<file path="config.mk">
export PLATFORM = sky130hd
export DESIGN_NAME = lds_sequencer
export DESIGN_NICKNAME = d
export VERILOG_FILES = /design/src/shared/lds_pkg.sv /design/src/design/lds_sequencer.sv
export SDC_FILE = /design/constraint.sdc
export NUM_CORES = 1
export LEC_CHECK = 0
export ABC_AREA = 1
export BUFFER_PORTS_ARGS = -buffer_cell sky130_fd_sc_hd__buf_2
export CORE_AREA = 2 2 263 317
export CTS_CLUSTER_SIZE = 40
export DETAILED_ROUTE_END_ITERATION = 10
export DIE_AREA = 0 0 265 319
export PLACE_DENSITY = 0.52
export SLEW_MARGIN = 20
export SYNTH_ARGS = -nofsm -noshare
export SYNTH_HDL_FRONTEND = slang
export SYNTH_SLANG_ARGS = --single-unit
</file>
<file path="constraint.sdc">
create_clock -name sys_clk -period 2.19 [get_ports sys_clk]
set_input_delay 0.219 -clock sys_clk [delete_from_list [all_inputs] [get_ports sys_clk]]
set_output_delay 0.219 -clock sys_clk [all_outputs]
set_load 0.02 [all_outputs]
</file>
<file path="src/shared/lds_pkg.sv">
// Constants, a carrier struct and state encodings for the DMA command sequencer
// Summary of operation
// - Command register write sets busy and sends a host-to-device register frame.
// - DMA holds software address pointer and direction, armed by a run flag.
// - Inbound Data frame with programmed DMA goes to memory at the pointer.
// - Ending register frame loads status; interrupt only when its flag bit is set.
// - Ending register frame with no prior Data frame on a read is accepted.
// - Armed write DMA stays paused and sends nothing until the device activates it.
// - Activate frame starts the armed DMA, which sends write data as a Data frame.
// - Total write data sent is limited by the programmed transfer count.
// - Ending register frame on a write with no Activate frame is accepted.
package lds_pkg;
  // Frame type codes
  localparam logic [7:0] FIS_H2D = 8'h27;
  localparam logic [7:0] FIS_D2H = 8'h34;
  localparam logic [7:0] FIS_ACT = 8'h39;
  localparam logic [7:0] FIS_DATA = 8'h46;
  localparam logic [7:0] H2D_CBIT = 8'h80;
  localparam int D2H_IBIT = 14;
  localparam int BSY_BIT = 7;
  localparam logic [2:0] H2D_LAST = 3'h4;
  localparam int DW_BYTES = 4;
  // Register byte offsets
  localparam logic [7:0] OFF_FEAT = 8'h00;
  localparam logic [7:0] OFF_LBA = 8'h04;
  localparam logic [7:0] OFF_LBA_EXP = 8'h08;
  localparam logic [7:0] OFF_COUNT = 8'h0c;
  localparam logic [7:0] OFF_CMD = 8'h10;
  localparam logic [7:0] OFF_STATUS = 8'h14;
  localparam logic [7:0] OFF_DMA_ADDR = 8'h18;
  localparam logic [7:0] OFF_DMA_LEN = 8'h1c;
  localparam logic [7:0] OFF_DMA_CTRL = 8'h20;
  localparam logic [7:0] OFF_DMA_STAT = 8'h24;
  localparam int CTRL_RUN = 0;
  localparam int CTRL_DIR = 1;
  localparam logic [7:0] STATUS_RST = 8'h00;
  // One dword on the link with frame delimiters
  typedef struct packed {
    logic sof;
    logic eof;
    logic [31:0] data;
  } lds_word_t;
  typedef enum logic [1:0] {
    DMA_IDLE = 2'b00,
    DMA_ARMED = 2'b01,
    DMA_ACTIVE = 2'b10
  } lds_dma_st_t;
  typedef enum logic [1:0] {
    RX_IDLE = 2'b00,
    RX_REG = 2'b01,
    RX_DATA = 2'b10,
    RX_DROP = 2'b11
  } lds_rx_st_t;
  typedef enum logic [2:0] {
    TX_IDLE = 3'b000,
    TX_CMD = 3'b001,
    TX_DHDR = 3'b010,
    TX_DREAD = 3'b011,
    TX_DPUSH = 3'b100
  } lds_tx_st_t;
endpackage

</file>
<file path="src/design/lds_sequencer.sv">
// Host adapter command sequencer with legacy DMA engine and APB registers
module lds_sequencer #(
  parameter int AW = 32,
  parameter int CNT_W = 16,
  parameter int MAX_FIS_DW = 2048
) (
  input wire logic sys_clk,
  input wire logic rst,
  input wire logic psel,
  input wire logic penable,
  input wire logic pwrite,
  input wire logic [7:0] paddr,
  input wire logic [31:0] pwdata,
  output logic [31:0] prdata,
  output logic pready,
  output logic pslverr,
  input wire lds_pkg::lds_word_t rx_word,
  input wire logic rx_valid,
  output logic rx_ready,
  output lds_pkg::lds_word_t tx_word,
  output logic tx_valid,
  input wire logic tx_ready,
  output logic mem_req,
  output logic mem_we,
  output logic [AW-1:0] mem_addr,
  output logic [31:0] mem_wdata,
  input wire logic mem_ack,
  input wire logic [31:0] mem_rdata,
  output logic host_intr
);
  logic pready_reg, pslverr_reg, rx_ready_reg, intr_reg;
  logic [31:0] prdata_reg, rd_mux;
  logic rd_mapped;
  logic [15:0] feat_reg;
  logic [31:0] lba_reg, lba_exp_reg, count_reg;
  logic [7:0] cmd_reg, status_reg, error_reg;
  logic [7:0] tmp_status_reg, tmp_error_reg;
  logic tmp_intr_reg;
  logic [1:0] rx_idx_reg;
  lds_pkg::lds_rx_st_t rx_st_reg;
  lds_pkg::lds_tx_st_t tx_st_reg;
  lds_pkg::lds_dma_st_t dma_st_reg;
  logic dir_reg, cmd_pend_reg, act_pend_reg;
  logic [AW-1:0] addr_reg;
  logic [CNT_W-1:0] left_reg, fis_left_reg;
  logic [2:0] tx_idx_reg;
  logic [31:0] hold_reg;
  logic mem_req_reg, mem_we_reg;
  logic [31:0] mem_wdata_reg;
  lds_pkg::lds_word_t e0_reg, e1_reg, e0_next, e1_next, push_word;
  logic v0_reg, v1_reg, v0_next, v1_next, push, pop, buf_in_ready;
  logic apb_acc, wr_en, rd_en, cmd_wr, ctrl_wr;
  logic rx_acc, rx_to_mem, d2h_commit, mem_done;
  logic [7:0] rx_type;

  // Bus and link qualifiers
  assign apb_acc = psel && penable && pready_reg;
  assign wr_en = apb_acc && pwrite;
  assign rd_en = apb_acc && !pwrite;
  assign cmd_wr = wr_en && (paddr == lds_pkg::OFF_CMD);
  assign ctrl_wr = wr_en && (paddr == lds_pkg::OFF_DMA_CTRL);
  assign rx_acc = rx_valid && rx_ready_reg;
  assign rx_type = rx_word.data[7:0];
  assign d2h_commit = rx_acc && rx_word.eof && (rx_st_reg == lds_pkg::RX_REG);
  assign rx_to_mem = rx_acc && (rx_st_reg == lds_pkg::RX_DATA) &&
                     (left_reg != '0);
  assign mem_done = mem_req_reg && mem_ack;

  // Read multiplexer; unmapped offsets read zero with an error
  always_comb begin
    rd_mapped = 1'b1;
    case (paddr)
      lds_pkg::OFF_FEAT: rd_mux = {16'h0000, feat_reg};
      lds_pkg::OFF_LBA: rd_mux = lba_reg;
      lds_pkg::OFF_LBA_EXP: rd_mux = lba_exp_reg;
      lds_pkg::OFF_COUNT: rd_mux = count_reg;
      lds_pkg::OFF_CMD: rd_mux = {24'h000000, cmd_reg};
      lds_pkg::OFF_STATUS: rd_mux = {16'h0000, error_reg, status_reg};
      lds_pkg::OFF_DMA_ADDR: rd_mux = 32'(addr_reg);
      lds_pkg::OFF_DMA_LEN: rd_mux = 32'(left_reg);
      lds_pkg::OFF_DMA_CTRL:
        rd_mux = {30'h0, dir_reg, dma_st_reg != lds_pkg::DMA_IDLE};
      lds_pkg::OFF_DMA_STAT: rd_mux = {30'h0, dma_st_reg};
      default: begin
        rd_mux = 32'h00000000;
        rd_mapped = 1'b0;
      end
    endcase
  end

  // APB answer: one wait state, so every output comes from a flop
  always_ff @(posedge sys_clk) begin
    if (rst) begin
      pready_reg <= 1'b0;
      prdata_reg <= 32'h00000000;
      pslverr_reg <= 1'b0;
    end else begin
      pready_reg <= psel && penable && !pready_reg;
      if (psel && penable && !pready_reg) begin
        prdata_reg <= pwrite ? 32'h00000000 : rd_mux;
        pslverr_reg <= !rd_mapped;
      end else begin
        pslverr_reg <= 1'b0;
      end
    end
  end

  // Shadow register block; busy set by a command write beats a frame load
  always_ff @(posedge sys_clk) begin
    if (rst) begin
      feat_reg <= 16'h0000;
      lba_reg <= 32'h00000000;
      lba_exp_reg <= 32'h00000000;
      count_reg <= 32'h00000000;
      cmd_reg <= 8'h00;
      status_reg <= lds_pkg::STATUS_RST;
      error_reg <= 8'h00;
    end else begin
      if (wr_en) begin
        case (paddr)
          lds_pkg::OFF_FEAT: feat_reg <= pwdata[15:0];
          lds_pkg::OFF_LBA: lba_reg <= pwdata;
          lds_pkg::OFF_LBA_EXP: lba_exp_reg <= pwdata;
          lds_pkg::OFF_COUNT: count_reg <= pwdata;
          lds_pkg::OFF_CMD: cmd_reg <= pwdata[7:0];
          default: ;
        endcase
      end
      if (rx_acc && (rx_st_reg == lds_pkg::RX_REG)) begin
        case (rx_idx_reg)
          2'h0: lba_reg <= rx_word.data;
          2'h1: lba_exp_reg <= rx_word.data;
          2'h2: count_reg[15:0] <= rx_word.data[15:0];
          default: ;
        endcase
      end
      if (d2h_commit) begin
        status_reg <= tmp_status_reg;
        error_reg <= tmp_error_reg;
      end
      if (cmd_wr)
        status_reg[lds_pkg::BSY_BIT] <= 1'b1;
    end
  end

  // Host interrupt: raised by a flagged ending frame, dropped by status read
  always_ff @(posedge sys_clk) begin
    if (rst)
      intr_reg <= 1'b0;
    else if (d2h_commit && tmp_intr_reg)
      intr_reg <= 1'b1;
    else if (rd_en && (paddr == lds_pkg::OFF_STATUS))
      intr_reg <= 1'b0;
  end

  // Inbound frame parser; register frames are taken in any DMA state
  always_ff @(posedge sys_clk) begin
    if (rst) begin
      rx_st_reg <= lds_pkg::RX_IDLE;
      rx_idx_reg <= 2'h0;
      tmp_status_reg <= 8'h00;
      tmp_error_reg <= 8'h00;
      tmp_intr_reg <= 1'b0;
    end else begin
      case (rx_st_reg)
        lds_pkg::RX_IDLE: begin
          if (rx_acc && rx_word.sof && !rx_word.eof) begin
            rx_idx_reg <= 2'h0;
            if (rx_type == lds_pkg::FIS_D2H) begin
              rx_st_reg <= lds_pkg::RX_REG;
              tmp_status_reg <= rx_word.data[23:16];
              tmp_error_reg <= rx_word.data[31:24];
              tmp_intr_reg <= rx_word.data[lds_pkg::D2H_IBIT];
            end else if (rx_type == lds_pkg::FIS_DATA && dir_reg &&
                         dma_st_reg != lds_pkg::DMA_IDLE) begin
              rx_st_reg <= lds_pkg::RX_DATA;
            end else begin
              rx_st_reg <= lds_pkg::RX_DROP;
            end
          end
        end
        lds_pkg::RX_REG: begin
          if (rx_acc) begin
            rx_idx_reg <= rx_idx_reg + 2'h1;
            if (rx_word.eof)
              rx_st_reg <= lds_pkg::RX_IDLE;
          end
        end
        lds_pkg::RX_DATA, lds_pkg::RX_DROP: begin
          if (rx_acc && rx_word.eof)
            rx_st_reg <= lds_pkg::RX_IDLE;
        end
        default: rx_st_reg <= lds_pkg::RX_IDLE;
      endcase
    end
  end

  // Inbound flow control: hold the link while a data word is in memory
  always_ff @(posedge sys_clk) begin
    if (rst)
      rx_ready_reg <= 1'b1;
    else if (rx_to_mem)
      rx_ready_reg <= 1'b0;
    else if (mem_done)
      rx_ready_reg <= 1'b1;
  end

  // Memory port; one request outstanding, shared by both directions
  always_ff @(posedge sys_clk) begin
    if (rst) begin
      mem_req_reg <= 1'b0;
      mem_we_reg <= 1'b0;
      mem_wdata_reg <= 32'h00000000;
    end else if (mem_done) begin
      mem_req_reg <= 1'b0;
    end else if (rx_to_mem) begin
      mem_req_reg <= 1'b1;
      mem_we_reg <= 1'b1;
      mem_wdata_reg <= rx_word.data;
    end else if (tx_st_reg == lds_pkg::TX_DREAD && !mem_req_reg) begin
      mem_req_reg <= 1'b1;
      mem_we_reg <= 1'b0;
    end
  end

  // DMA engine: pointer, remaining count, direction and run state
  always_ff @(posedge sys_clk) begin
    if (rst) begin
      dma_st_reg <= lds_pkg::DMA_IDLE;
      dir_reg <= 1'b0;
      addr_reg <= '0;
      left_reg <= '0;
    end else begin
      if (wr_en && paddr == lds_pkg::OFF_DMA_ADDR)
        addr_reg <= AW'(pwdata);
      if (wr_en && paddr == lds_pkg::OFF_DMA_LEN)
        left_reg <= pwdata[CNT_W-1:0];
      if (ctrl_wr) begin
        // Clearing run is the software abort after an early ending status
        dir_reg <= pwdata[lds_pkg::CTRL_DIR];
        dma_st_reg <= pwdata[lds_pkg::CTRL_RUN] ? lds_pkg::DMA_ARMED :
                      lds_pkg::DMA_IDLE;
      end else begin
        if (mem_done) begin
          addr_reg <= addr_reg + AW'(lds_pkg::DW_BYTES);
          left_reg <= left_reg - CNT_W'(1);
          if (dir_reg && left_reg == CNT_W'(1))
            dma_st_reg <= lds_pkg::DMA_IDLE;
        end
        if (rx_st_reg == lds_pkg::RX_DATA && rx_to_mem &&
            dma_st_reg == lds_pkg::DMA_ARMED)
          dma_st_reg <= lds_pkg::DMA_ACTIVE;
        if (tx_st_reg == lds_pkg::TX_IDLE && !cmd_pend_reg && act_pend_reg)
          dma_st_reg <= lds_pkg::DMA_ACTIVE;
        if (tx_st_reg == lds_pkg::TX_DPUSH && push &&
            fis_left_reg == CNT_W'(1))
          dma_st_reg <= (left_reg == '0) ? lds_pkg::DMA_IDLE :
                        lds_pkg::DMA_ARMED;
      end
    end
  end

  // Pending command and activation; a new event wins over its clear
  always_ff @(posedge sys_clk) begin
    if (rst) begin
      cmd_pend_reg <= 1'b0;
      act_pend_reg <= 1'b0;
    end else begin
      if (tx_st_reg == lds_pkg::TX_IDLE)
        cmd_pend_reg <= 1'b0;
      if (cmd_wr)
        cmd_pend_reg <= 1'b1;
      if (tx_st_reg == lds_pkg::TX_IDLE && !cmd_pend_reg)
        act_pend_reg <= 1'b0;
      if (rx_acc && rx_word.sof && rx_st_reg == lds_pkg::RX_IDLE &&
          rx_type == lds_pkg::FIS_ACT && !dir_reg && left_reg != '0 &&
          dma_st_reg == lds_pkg::DMA_ARMED)
        act_pend_reg <= 1'b1;
    end
  end

  // Outbound word generator feeding the two-entry buffer
  always_comb begin
    push = 1'b0;
    push_word = '0;
    case (tx_st_reg)
      lds_pkg::TX_CMD: begin
        push = buf_in_ready;
        push_word.sof = (tx_idx_reg == 3'h0);
        push_word.eof = (tx_idx_reg == lds_pkg::H2D_LAST);
        case (tx_idx_reg)
          3'h0: push_word.data = {feat_reg[7:0], cmd_reg,
                                  lds_pkg::H2D_CBIT, lds_pkg::FIS_H2D};
          3'h1: push_word.data = lba_reg;
          3'h2: push_word.data = {feat_reg[15:8], lba_exp_reg[23:0]};
          3'h3: push_word.data = count_reg;
          default: push_word.data = 32'h00000000;
        endcase
      end
      lds_pkg::TX_DHDR: begin
        push = buf_in_ready;
        push_word.sof = 1'b1;
        push_word.data = {24'h000000, lds_pkg::FIS_DATA};
      end
      lds_pkg::TX_DPUSH: begin
        push = buf_in_ready;
        push_word.eof = (fis_left_reg == CNT_W'(1));
        push_word.data = hold_reg;
      end
      default: ;
    endcase
  end

  // Outbound sequencer; a pending command goes before write data
  always_ff @(posedge sys_clk) begin
    if (rst) begin
      tx_st_reg <= lds_pkg::TX_IDLE;
      tx_idx_reg <= 3'h0;
      fis_left_reg <= '0;
      hold_reg <= 32'h00000000;
    end else begin
      case (tx_st_reg)
        lds_pkg::TX_IDLE: begin
          tx_idx_reg <= 3'h0;
          if (cmd_pend_reg) begin
            tx_st_reg <= lds_pkg::TX_CMD;
          end else if (act_pend_reg) begin
            tx_st_reg <= lds_pkg::TX_DHDR;
            // One frame per activation, never past the programmed count
            fis_left_reg <= (left_reg > CNT_W'(MAX_FIS_DW)) ?
                            CNT_W'(MAX_FIS_DW) : left_reg;
          end
        end
        lds_pkg::TX_CMD: begin
          if (push) begin
            tx_idx_reg <= tx_idx_reg + 3'h1;
            if (tx_idx_reg == lds_pkg::H2D_LAST)
              tx_st_reg <= lds_pkg::TX_IDLE;
          end
        end
        lds_pkg::TX_DHDR: begin
          if (push)
            tx_st_reg <= lds_pkg::TX_DREAD;
        end
        lds_pkg::TX_DREAD: begin
          if (mem_done) begin
            hold_reg <= mem_rdata;
            tx_st_reg <= lds_pkg::TX_DPUSH;
          end
        end
        lds_pkg::TX_DPUSH: begin
          if (push) begin
            fis_left_reg <= fis_left_reg - CNT_W'(1);
            tx_st_reg <= (fis_left_reg == CNT_W'(1)) ? lds_pkg::TX_IDLE :
                         lds_pkg::TX_DREAD;
          end
        end
        default: tx_st_reg <= lds_pkg::TX_IDLE;
      endcase
    end
  end

  // Two-entry buffer; entry 0 drives the link, so a stall loses no word
  assign pop = v0_reg && tx_ready;
  assign buf_in_ready = !v1_reg;
  always_comb begin
    e0_next = pop ? e1_reg : e0_reg;
    v0_next = pop ? v1_reg : v0_reg;
    e1_next = e1_reg;
    v1_next = pop ? 1'b0 : v1_reg;
    if (push) begin
      if (!v0_next) begin
        e0_next = push_word;
        v0_next = 1'b1;
      end else begin
        e1_next = push_word;
        v1_next = 1'b1;
      end
    end
  end

  always_ff @(posedge sys_clk) begin
    if (rst) begin
      e0_reg <= '0;
      e1_reg <= '0;
      v0_reg <= 1'b0;
      v1_reg <= 1'b0;
    end else begin
      e0_reg <= e0_next;
      e1_reg <= e1_next;
      v0_reg <= v0_next;
      v1_reg <= v1_next;
    end
  end

  // Port drivers, all straight from flops
  assign prdata = prdata_reg;
  assign pready = pready_reg;
  assign pslverr = pslverr_reg;
  assign rx_ready = rx_ready_reg;
  assign tx_word = e0_reg;
  assign tx_valid = v0_reg;
  assign mem_req = mem_req_reg;
  assign mem_we = mem_we_reg;
  assign mem_addr = addr_reg;
  assign mem_wdata = mem_wdata_reg;
  assign host_intr = intr_reg;

  // Checks on the sequencing
  busy_on_cmd_a: assert property (@(posedge sys_clk) disable iff (rst)
    cmd_wr |=> status_reg[lds_pkg::BSY_BIT] && cmd_pend_reg)
    else $error("busy not set after command write");
  cmd_frame_a: assert property (@(posedge sys_clk) disable iff (rst)
    tx_st_reg == lds_pkg::TX_CMD && tx_idx_reg == 3'h0 && push |=>
    v0_reg && (v1_reg ? e1_reg.data[7:0] : e0_reg.data[7:0])
    == lds_pkg::FIS_H2D)
    else $error("command frame header not buffered");
  run_arms_a: assert property (@(posedge sys_clk) disable iff (rst)
    ctrl_wr && pwdata[lds_pkg::CTRL_RUN] |=>
    dma_st_reg == lds_pkg::DMA_ARMED)
    else $error("run flag did not arm the engine");
  route_mem_a: assert property (@(posedge sys_clk) disable iff (rst)
    rx_to_mem |=> mem_req_reg && mem_we_reg && !rx_ready_reg &&
    mem_wdata_reg == $past(rx_word.data))
    else $error("data word not routed to memory");
  intr_flag_a: assert property (@(posedge sys_clk) disable iff (rst)
    d2h_commit |=> (host_intr == ($past(tmp_intr_reg) || $past(intr_reg)))
    && status_reg[lds_pkg::BSY_BIT] == ($past(tmp_status_reg[7]) ||
    $past(cmd_wr)))
    else $error("ending status or interrupt wrong");
  // Only a data word still in flight to memory may hold off a new frame
  reg_taken_a: assert property (@(posedge sys_clk) disable iff (rst)
    rx_st_reg == lds_pkg::RX_IDLE && !(mem_req_reg && mem_we_reg) |->
    rx_ready_reg)
    else $error("idle parser refused a frame");
  write_paused_a: assert property (@(posedge sys_clk) disable iff (rst)
    dma_st_reg != lds_pkg::DMA_ACTIVE |-> tx_st_reg != lds_pkg::TX_DREAD &&
    tx_st_reg != lds_pkg::TX_DPUSH)
    else $error("write data moved while not activated");
  act_starts_a: assert property (@(posedge sys_clk) disable iff (rst)
    tx_st_reg == lds_pkg::TX_IDLE && act_pend_reg && !cmd_pend_reg |=>
    tx_st_reg == lds_pkg::TX_DHDR ##1 tx_st_reg != lds_pkg::TX_IDLE)
    else $error("activation did not start a data frame");
  count_bound_a: assert property (@(posedge sys_clk) disable iff (rst)
    tx_st_reg == lds_pkg::TX_DPUSH |-> fis_left_reg != '0 &&
    $past(left_reg) >= left_reg)
    else $error("write data beyond the programmed count");
endmodule

</file>
# Word-level counts from Yosys, hierarchy flattened
# Index checks and enable logic that the tools add are counted.
# Widths: inputs -> output; s select.
# totals
register_bits	404
latch_bits	0
ramBits	0
mem_bits_ro	0
input_bits	114
output_inout_bits	137
elab_cells	252
n_memories	0
# op_classes
n_addsub	5
mul	0
n_div	0
n_lt_le_gt_ge	1
n_eq_ne	40
shift	0
n_mux	82
bitwise	2
n_reduce_logical	82
# ops
op	n
$mux 32	12
$pmux 32 s10	1
$mux 16	11
$pmux 32 s4	1
$mux 34	3
$pmux 32 s3	1
$logic_and 1x1->1	36
$add 32x3->32 const B	1
$eq 16x1->1 const B	2
$eq 8x5->1 const B	4
$eq 8x6->1 const B	4
$pmux 16 s2	1
$sub 16x1->16 const B	2
$mux 2	14
$mux 3	8
$mux 1	23
$ne 2x2->1 const B	11
$reduce_bool 2->1	10
$reduce_and 2->1	9
$eq 8x4->1 const B	2
$gt 16x12->1 const B	1
$logic_not 16->1	1
$reduce_bool 16->1	1
$pmux 3 s5	1
other kinds (27)	52

# Depth between registers and ports, before layout
# Gate-level depths: netlist of the first run.
# depth
depth_word	9
depth_mapped	12

# Least setup slack after synthesis of the first run
# No wires, ideal clock.
# synth_timing
path_type	register to register
from	reg addr_reg[3], in the netlist mem_addr[3]
to	reg addr_reg[18], in the netlist mem_addr[18]
t_arrival_ns	1.620
required_ns	2.120
slack_ns	0.500
stages_incl_launch_ff	9
n_path_buf	0
period_less_slack_ns	1.690
path_cell_list	dfxtp_1 > ha_1 > nand2_1 > nor2_2 > nand3_1 > inv_1 > nand3_1 > or2_2 > a21oi_1
# synth_via
elab_chain_cells	3
# synth_rtl
element	line_no	source
start, declared	lds_sequencer.sv:44	logic [AW-1:0] addr_reg;
start signal, assigned	lds_sequencer.sv:235	addr_reg <= AW'(pwdata);
start signal, assigned	lds_sequencer.sv:245	addr_reg <= addr_reg + AW'(lds_pkg::DW_BYTES);
$add 32x3->32	lds_sequencer.sv:245	
$mux 32	lds_sequencer.sv:244	if (mem_done) begin
$mux 32	lds_sequencer.sv:238	if (ctrl_wr) begin
# No other way between the ends.
# A chain may end at the register's enable or synchronous reset.

# Worst setup path after layout of the first run
# layout_timing
from	reg tx_idx_reg[0]
to	reg e0_reg, in the netlist tx_word[24]
# layout_via
elab_chain_cells	5
# layout_rtl
element	line_no	source
start, declared	lds_sequencer.sv:46	logic [2:0] tx_idx_reg;
start signal, assigned	lds_sequencer.sv:336	tx_idx_reg <= tx_idx_reg + 3'h1;
$eq 3x2->1, or another cell as far along	lds_sequencer.sv:291	case (tx_idx_reg)
$pmux 32 s4 (*)	lds_sequencer.sv:291	
$pmux 32 s3 (*)	lds_sequencer.sv:286	case (tx_st_reg)
$mux 34 (*)	lds_sequencer.sv:372	if (!v0_next) begin
$mux 34 (*)	lds_sequencer.sv:371	if (push) begin
end signal, assigned	lds_sequencer.sv:389	e0_reg <= e0_next;
end, declared	lds_sequencer.sv:50	lds_pkg::lds_word_t e0_reg, e1_reg, e0_next, e1_next, push_word;
# Mark *: on every way between the ends. The rest lies on a longest branch, timed or not.

==> summary.md, run 1 <==
| Metric | Value |
|---|---|
| Final Cell Area | `0.0255 mm2` |
| I/O pin count | `roughly 250` |
| Total power | `18,900 uW` |
| Clk buf depth | `3` |
| Vias in the first global route | `between 20,000 and 25,000` |
| Clock sink total | `slightly above 400` |
| Die Height | `between 300 and 400 um` |
| Initial Util | `about a quarter` |
| Vias per cell | `4.83` |
| PD cells | `741 mW/mm2` |
| Fillers | `8,976` |
| Layout cells sized above 1 | `14.8%` |
| Placed Area | `0.0229 mm2` |
| Met1 Track Usage GR | `24.1%` |
| Die Wd | `between 200 and 300 um` |
| Routed length per instance | `around 21 um` |
| # DRC | `0` |
| Global route overflow | `0` |
| Max IR drop VDD | `0.000527 V` |
| Htree depth | `2` |
| Max-cap violations | `0` |
| Layout Nets | `3,445` |
| Max Clock Skew | `26.3 ps` |
| GRT Util Overall | `20.9%` |
| Worst path arrival time | `between 2000 and 3000 ps` |
| DRT iter0 DRCs | `1,811` |
| First-pass GRT wire length | `between 100,000 and 150,000 um` |
| TritonCTS buffer count | `49` |
| Cell Area, Synth | `around 0.020 mm2` |
| Worst hold path type | `in -> reg` |
| DP HPWL | `68,000 um` |
| Final setup violation count | `0` |
| Fin. Hold Viols | `0` |
| Syn-to-layout area delta | `26.3%` |
| CP Max Fanout | `27` |
| Antenna violations before repair | `5` |
| Routing usage on met3 | `3.03%` |
| Final cell count without fillers | `4,410` |
| Setup TNS | `0 ps` |
| Largest net degree at the start of global routing | `66` |
| Die footprint | `between 0.08 and 0.09 mm2` |
| Critical Path RT | `between 2000 and 3000 ps` |
| GR peak layer | `met2` |
| Crit share post-route | `a little over nine tenths` |
| Root Driver | `clkbuf_16` |
| R2r startpoint | `tx_idx_reg[0]` |
| CP Launch Point | `tx_idx_reg[0]` |
| Hold Startpoint | `pwdata[23]` |
| Met2 usage | `37.1%` |
| Slew at the pin closest to its max-slew limit | `just under 700 ps` |
| Static Leak | `0.0115 uW` |
| Cells after synthesis | `3,001` |
| Max frequency | `486 MHz` |
| Detailed Route WL | `90,600 um` |
| Syn nets | `3,129` |
| CORE AREA | `between 0.08 and 0.09 mm2` |
| CTS clk-pin slew, worst paths | `~60 ps` |
| Routed vias | `~21,000` |
| Status | `complete, no violations` |
| Syn_area_per_cell | `6.72 um2` |
| Detail Route Antenna Nets | `0` |
| Number of instances in the placed design | `4,222` |
| Pre-antenna DRT Iters | `5` |
| Slew margin rel. | `53.9%` |
| Critical path launch point type | `flip-flop` |
| Synth Register Bits | `404` |
| Unique masters post-synth | `43` |
| RSZ-0062 raised after global routing | `no` |
| Yosys warning total | `0` |
| CTS tree | `built` |
| Seq/Total Area, Yosys | `about 40%` |
| Final core utilization | `~31%` |
| Crit Path Class | `reg -> reg` |
| Site Rows | `115` |
| Min Tclk post-route | `2060 ps` |
| I/O Buffers | `between 200 and 300` |
| Critical Path End Type | `flip-flop` |
| Final Max Tran Viols | `0` |
| Worst-skew pair later-pin latency | `620 ps` |
| Placer congestion estimate | `0.926` |
## area by class of cell
| type | instances | area, um2 | area share, % |
|---|---|---|---|
| timing repair buffer | 449 | 3210 | 12.6 |
| tap | 1053 | 1320 | 5.17 |
| antenna | 2 | 5.00 | 0.0196 |
| clock inverter | 18 | 178 | 0.697 |
| multi-input combinational | 2121 | 10200 | 39.9 |
| clock buffer | 71 | 1410 | 5.53 |
| sequential | 404 | 8090 | 31.7 |
| inverter | 292 | 1100 | 4.33 |
## where the power goes
group          internal (uW)  total, uW  switching [uW]  leakage [uW]
Combinational            944       2750            1810       0.00744
Sequential              7660       7880             224       0.00326
Clock                   4720       8250            3530      0.000765
## metrics by stage
stage	setup WS [ps]	hold WS, ps
after floorplan	500	354
after global placement	185	432
after detailed placement	182	435
after CTS	20.8	0.969
after global routing	11.2	8.48
final	130	25.7
## cells in the mapped netlist (all sizes together)
cell	number	area, um2
a311oi	17	149
a22o	2	17.5
o21a	1	7.51
o21ai	397	1990
xnor2	1	8.76
nor3	21	110
a211oi	4	30.0
clkinv	2	7.51
nand4	47	294
o41ai	1	8.76
a21oi	233	1170
nand3	107	548
and3	3	18.8
clkbuf	110	414
nand3b	2	15.0
a31oi	41	257
buf	74	424
o21bai	48	360
nand2	784	2970
inv	290	1090
a22oi	9	67.6
nor4	3	18.8
dfxtp	404	8090
or2	5	31.3
o211a	2	20.0
nor2	300	1230
o211ai	56	420
xor2	11	96.3
mux2	12	135
ha	14	175
## what timing repair did
action	CTS	global route
resized for setup	0	3
buffers inserted	0	5
endpoints found under the setup margin	0	5
endpoints found under the hold margin	110	0
hold buffers	92	0
## final timing paths
check,slack (ps),cells past startpoint,to
setup / recovery,130,12,tx_word[24]
hold / removal,30,3,count_reg[23]
setup reg to reg,130,12,tx_word[24]
hold reg to reg,440,2,mem_wdata[14]
## critical path, cell delays in order (launching register included)
cell	delay, ps
dfxtp_1	380
inv_1	110
ha_1	220
inv_1	70
nor2_2	50
buf_12	160
buf_4	190
nand2_1	60
nand4_1	240
a22oi_1	290
nand2_1	80
nand2_1	60
a21oi_1	40
## cells by family (layout without fill, tap and decap cells)
| group | count (synthesis) | in the layout | share of synthesized area, % |
|---|---|---|---|
| simple gates | 1272 | 1272 | 26.0 |
| compound gates | 811 | 811 | 22.3 |
| buf+inv | 476 | 830 | 9.59 |
| flops | 404 | 404 | 40.1 |
| fa+ha+maj | 14 | 14 | 0.869 |
| xor+xnor | 12 | 12 | 0.521 |
| mux | 12 | 12 | 0.670 |
| other cells | 0 | 2 | 0 |
## layout by cell type, fill, tap and decap left out, types with 3 or more instances in the layout
| cell | Yosys | routed |
|---|---|---|
| xor2_1 | 11 | 11 |
| a311oi_1 | 17 | 17 |
| clkinv_2 | 0 | 7 |
| clkinvlp_4 | 0 | 6 |
| a211oi_1 | 4 | 4 |
| clkbuf_8 | 0 | 10 |
| buf_4 | 4 | 89 |
| dfxtp_1 | 404 | 404 |
| clkbuf_1 | 109 | 12 |
| o21ai_1 | 10 | 10 |
| a22oi_1 | 9 | 9 |
| nor3_1 | 20 | 20 |
| nor2_4 | 8 | 9 |
| o211ai_1 | 56 | 56 |
| nand2_2 | 6 | 7 |
| inv_6 | 0 | 3 |
| dlygate4sd3_1 | 0 | 92 |
| nor2_2 | 11 | 16 |
| a21oi_1 | 233 | 233 |
| o21bai_1 | 48 | 48 |
| inv_2 | 9 | 7 |
| o21ai_0 | 387 | 387 |
| nand4_1 | 47 | 47 |
| buf_2 | 57 | 249 |
| mux2_2 | 12 | 12 |
| inv_1 | 281 | 281 |
| and3_1 | 3 | 3 |
| ha_1 | 14 | 14 |
| nand3_1 | 106 | 105 |
| nor2_1 | 280 | 274 |
| a31oi_1 | 41 | 41 |
| buf_12 | 0 | 18 |
| nor4_1 | 3 | 3 |
| nand2_1 | 776 | 775 |
| clkbuf_16 | 0 | 49 |
| or2_2 | 5 | 5 |
## layer usage
| layer | share of wire [%] | up-vias |
|---|---|---|
| met2 | 49 | 672 |
| met1 | 40 | 9925 |
| li1 | - | 10500 |
| met3 | 4.8 | 191 |
| met5 | 0.045 | - |
| met4 | 6.1 | 6 |
Power figures use the tool's default switching activity.
==> inputs of run 2 (changes only) <==
- CORE_AREA: 2 2 263 317 -> 2 2 258 323
- DIE_AREA: 0 0 265 319 -> 0 0 260 325
- REMOVE_ABC_BUFFERS: unset -> 1
==> run 2 against run 1 <==
  * Total power shrank 0.74%
  * Routed wire length decreased by 2.5%
  * Worst setup slack got worse by 6.7 ps
  * Non-clock buffer count down 2
  * Clock power decreased by 0.8%
  * Worst hold slack improved by 17 ps
  * Combinational power down 1%
  * Global-route usage fell by 0.47 points
  * Via count is 0.22% higher
  * Core utilization increased by 0.17 points
==> summary.md, run 2 (same netlist as run 1, synthesis figures left out) <==
| Metric | Value |
|---|---|
| CORE AREA | `0.0812 mm2 (was 0.0814 mm2)` |
| Max frequency | `484 MHz (was 486 MHz)` |
| Min Tclk post-route | `2070 ps (was 2060 ps)` |
| Routed length per instance | `20.0 um (was 20.5 um)` |
| First-pass GRT wire length | `131,000 um (was 133,000 um)` |
| Largest net degree at the start of global routing | `97 (was 66)` |
| Critical Path End Type | `flip-flop (unchanged)` |
| CP Max Fanout | `16 (was 27)` |
| Max-cap violations | `0 (unchanged)` |
| CTS clk-pin slew, worst paths | `60 ps (about the same)` |
| Final Cell Area | `0.0256 mm2 (was 0.0255 mm2)` |
| Placer congestion estimate | `0.907 (was 0.926)` |
| CTS tree | `built (unchanged)` |
| Final core utilization | `31.5% (was 31.3%)` |
| Slew margin rel. | `55.7% (was 53.9%)` |
| Clock sink total | `404 (unchanged)` |
| Die Wd | `260 um (was 265 um)` |
| Global route overflow | `0 (unchanged)` |
| Pre-antenna DRT Iters | `8 (was 5)` |
| Syn-to-layout area delta | `26.7% (was 26.3%)` |
| DRT iter0 DRCs | `1,683 (was 1,811)` |
| Worst path arrival time | `2600 ps (was 2560 ps)` |
| Final setup violation count | `0 (unchanged)` |
| Static Leak | `0.0115 uW (about the same)` |
| Clk buf depth | `3 (unchanged)` |
| Die footprint | `0.0845 mm2 (about the same)` |
| TritonCTS buffer count | `48 (was 49)` |
| Critical path launch point type | `flip-flop (unchanged)` |
| Setup TNS | `0 ps (unchanged)` |
| Final Max Tran Viols | `0 (unchanged)` |
| Max IR drop VDD | `0.000530 V (was 0.000527 V)` |
| Commonest non-fill, non-tap cells in the layout | `nand2_1, dfxtp_1, o21ai_0, inv_1, nor2_1 (unchanged)` |
| GRT Util Overall | `20.4% (was 20.9%)` |
| Detail Route Antenna Nets | `0 (unchanged)` |
| Final worst setup slack | `124 ps (was 130 ps)` |
| PD cells | `734 mW/mm2 (was 741 mW/mm2)` |
| Fillers | `8,989 (was 8,976)` |
| Detailed Route WL | `88,300 um (was 90,600 um)` |
| Initial Util | `24.8% (about the same)` |
| Slew at the pin closest to its max-slew limit | `665 ps (was 692 ps)` |
| Max Clock Skew | `22.7 ps (was 26.3 ps)` |
| Most common cell after layout, fill and taps aside | `nand2_1 (unchanged)` |
| Root Driver | `clkbuf_16 (unchanged)` |
| Status | `complete, no violations (unchanged)` |
| Post-Place Setup Slack | `162 ps (was 182 ps)` |
| Crit share post-route | `94.4% (was 94.0%)` |
| Site Rows | `117 (was 115)` |
| WHS | `42.8 ps (was 25.7 ps)` |
| Worst-skew pair later-pin latency | `600 ps (was 620 ps)` |
| Htree depth | `2 (unchanged)` |
| Placed Area | `0.0230 mm2 (was 0.0229 mm2)` |
| Vias in the first global route | `20,200 (about the same)` |
| Fin. Hold Viols | `0 (unchanged)` |
| Layout cells sized above 1 | `14.4% (was 14.8%)` |
| Vias per cell | `4.83 (about the same)` |
| Worst hold path type | `in -> reg (unchanged)` |
| Routed vias | `21,300 (about the same)` |
| # DRC | `0 (unchanged)` |
| I/O pin count | `251 (unchanged)` |
| Die Height | `325 um (was 319 um)` |
| Layout Nets | `3,442 (was 3,445)` |
| Crit Path Class | `reg -> reg (unchanged)` |
| I/O Buffers | `250 (unchanged)` |
| Critical Path RT | `2730 ps (was 2690 ps)` |
| Antenna violations before repair | `2 (was 5)` |
| DP HPWL | `64,000 um (was 68,000 um)` |
| Post-CTS setup buffers | `0 (unchanged)` |
| RSZ-0062 raised after global routing | `no (unchanged)` |
[run 2: cell count changes in the layout (fill, tap and decap cells not counted), sizes merged, moves of 2 or more]
cell / before / now
buf: 357 / 349
dlygate4sd3: 92 / 98
clkbuf: 71 / 66
clkinvlp: 6 / 3
inv: 293 / 290
bufinv: 2 / 4
clkinv: 9 / 11
[run 2: stage by stage]
step	power, uW	std cells
6_report	18700	4418
3_3_place_gp	10600	4237
2_1_floorplan	9340	2817
5_1_grt	19500	4418
4_1_cts	19000	4417
3_5_place_dp	10600	4237
[run 2: area by class of cell]
cell class	count	area, um2	share of cell area (%)
Multi-Input combinational cell	2121	10200	39.8
Sequential cell	404	8090	31.7
Timing Repair Buffer	447	3300	12.9
Tap cell	1071	1340	5.24
Clock buffer	66	1330	5.20
Inverter	292	1100	4.32
Clock inverter	16	206	0.808
Antenna cell	1	2.50	0.00979
[run 2: per-layer routing]
| metal | routed length [um] | share of wire, % | vias to the layer above | track usage, % |
|---|---|---|---|---|
| met3 | 5570 | 6.3 | 157 | 3.29 |
| li1 | - | - | 10500 | - |
| met4 | 4060 | 4.6 | 2 | 8.83 |
| met1 | 36400 | 41 | 9974 | 25.4 |
| met5 | 8 | 0.0091 | - | 0 |
| met2 | 42300 | 48 | 729 | 34.6 |
[run 2: what timing repair did]
item,CTS,global route
gates resized for setup,0,2
hold endpoints to repair,124,0
setup endpoints to repair,0,2
hold buffers,98,0
[run 2: final timing paths]
check / from / to / slack (ps) / depth (start not counted)
worst min register to register: mem_wdata[2] / mem_wdata[2] / 440 / 2
worst max-delay path: pready / count_reg[5] / 120 / 7
worst max register to register: pready / count_reg[5] / 120 / 7
worst min-delay path: pwdata[7] / left_reg[7] / 40 / 3
[run 2: worst max-delay path, stage by stage (launching register included)]
cell and delay, ps:
dfxtp_1 330, nand4_1 210, inv_4 120, nand2_2 100
buf_4 300, nand2_1 90, a311oi_1 270, dlygate4sd3_1 580
[run 2: where the power goes]
group          total, uW  switching, uW  internal [uW]  leakage (uW)
Sequential          7850            199           7660       0.00326
Combinational       2710           1750            962       0.00746
Clock               8180           3480           4700      0.000745
Total              18700           5430          13300        0.0115
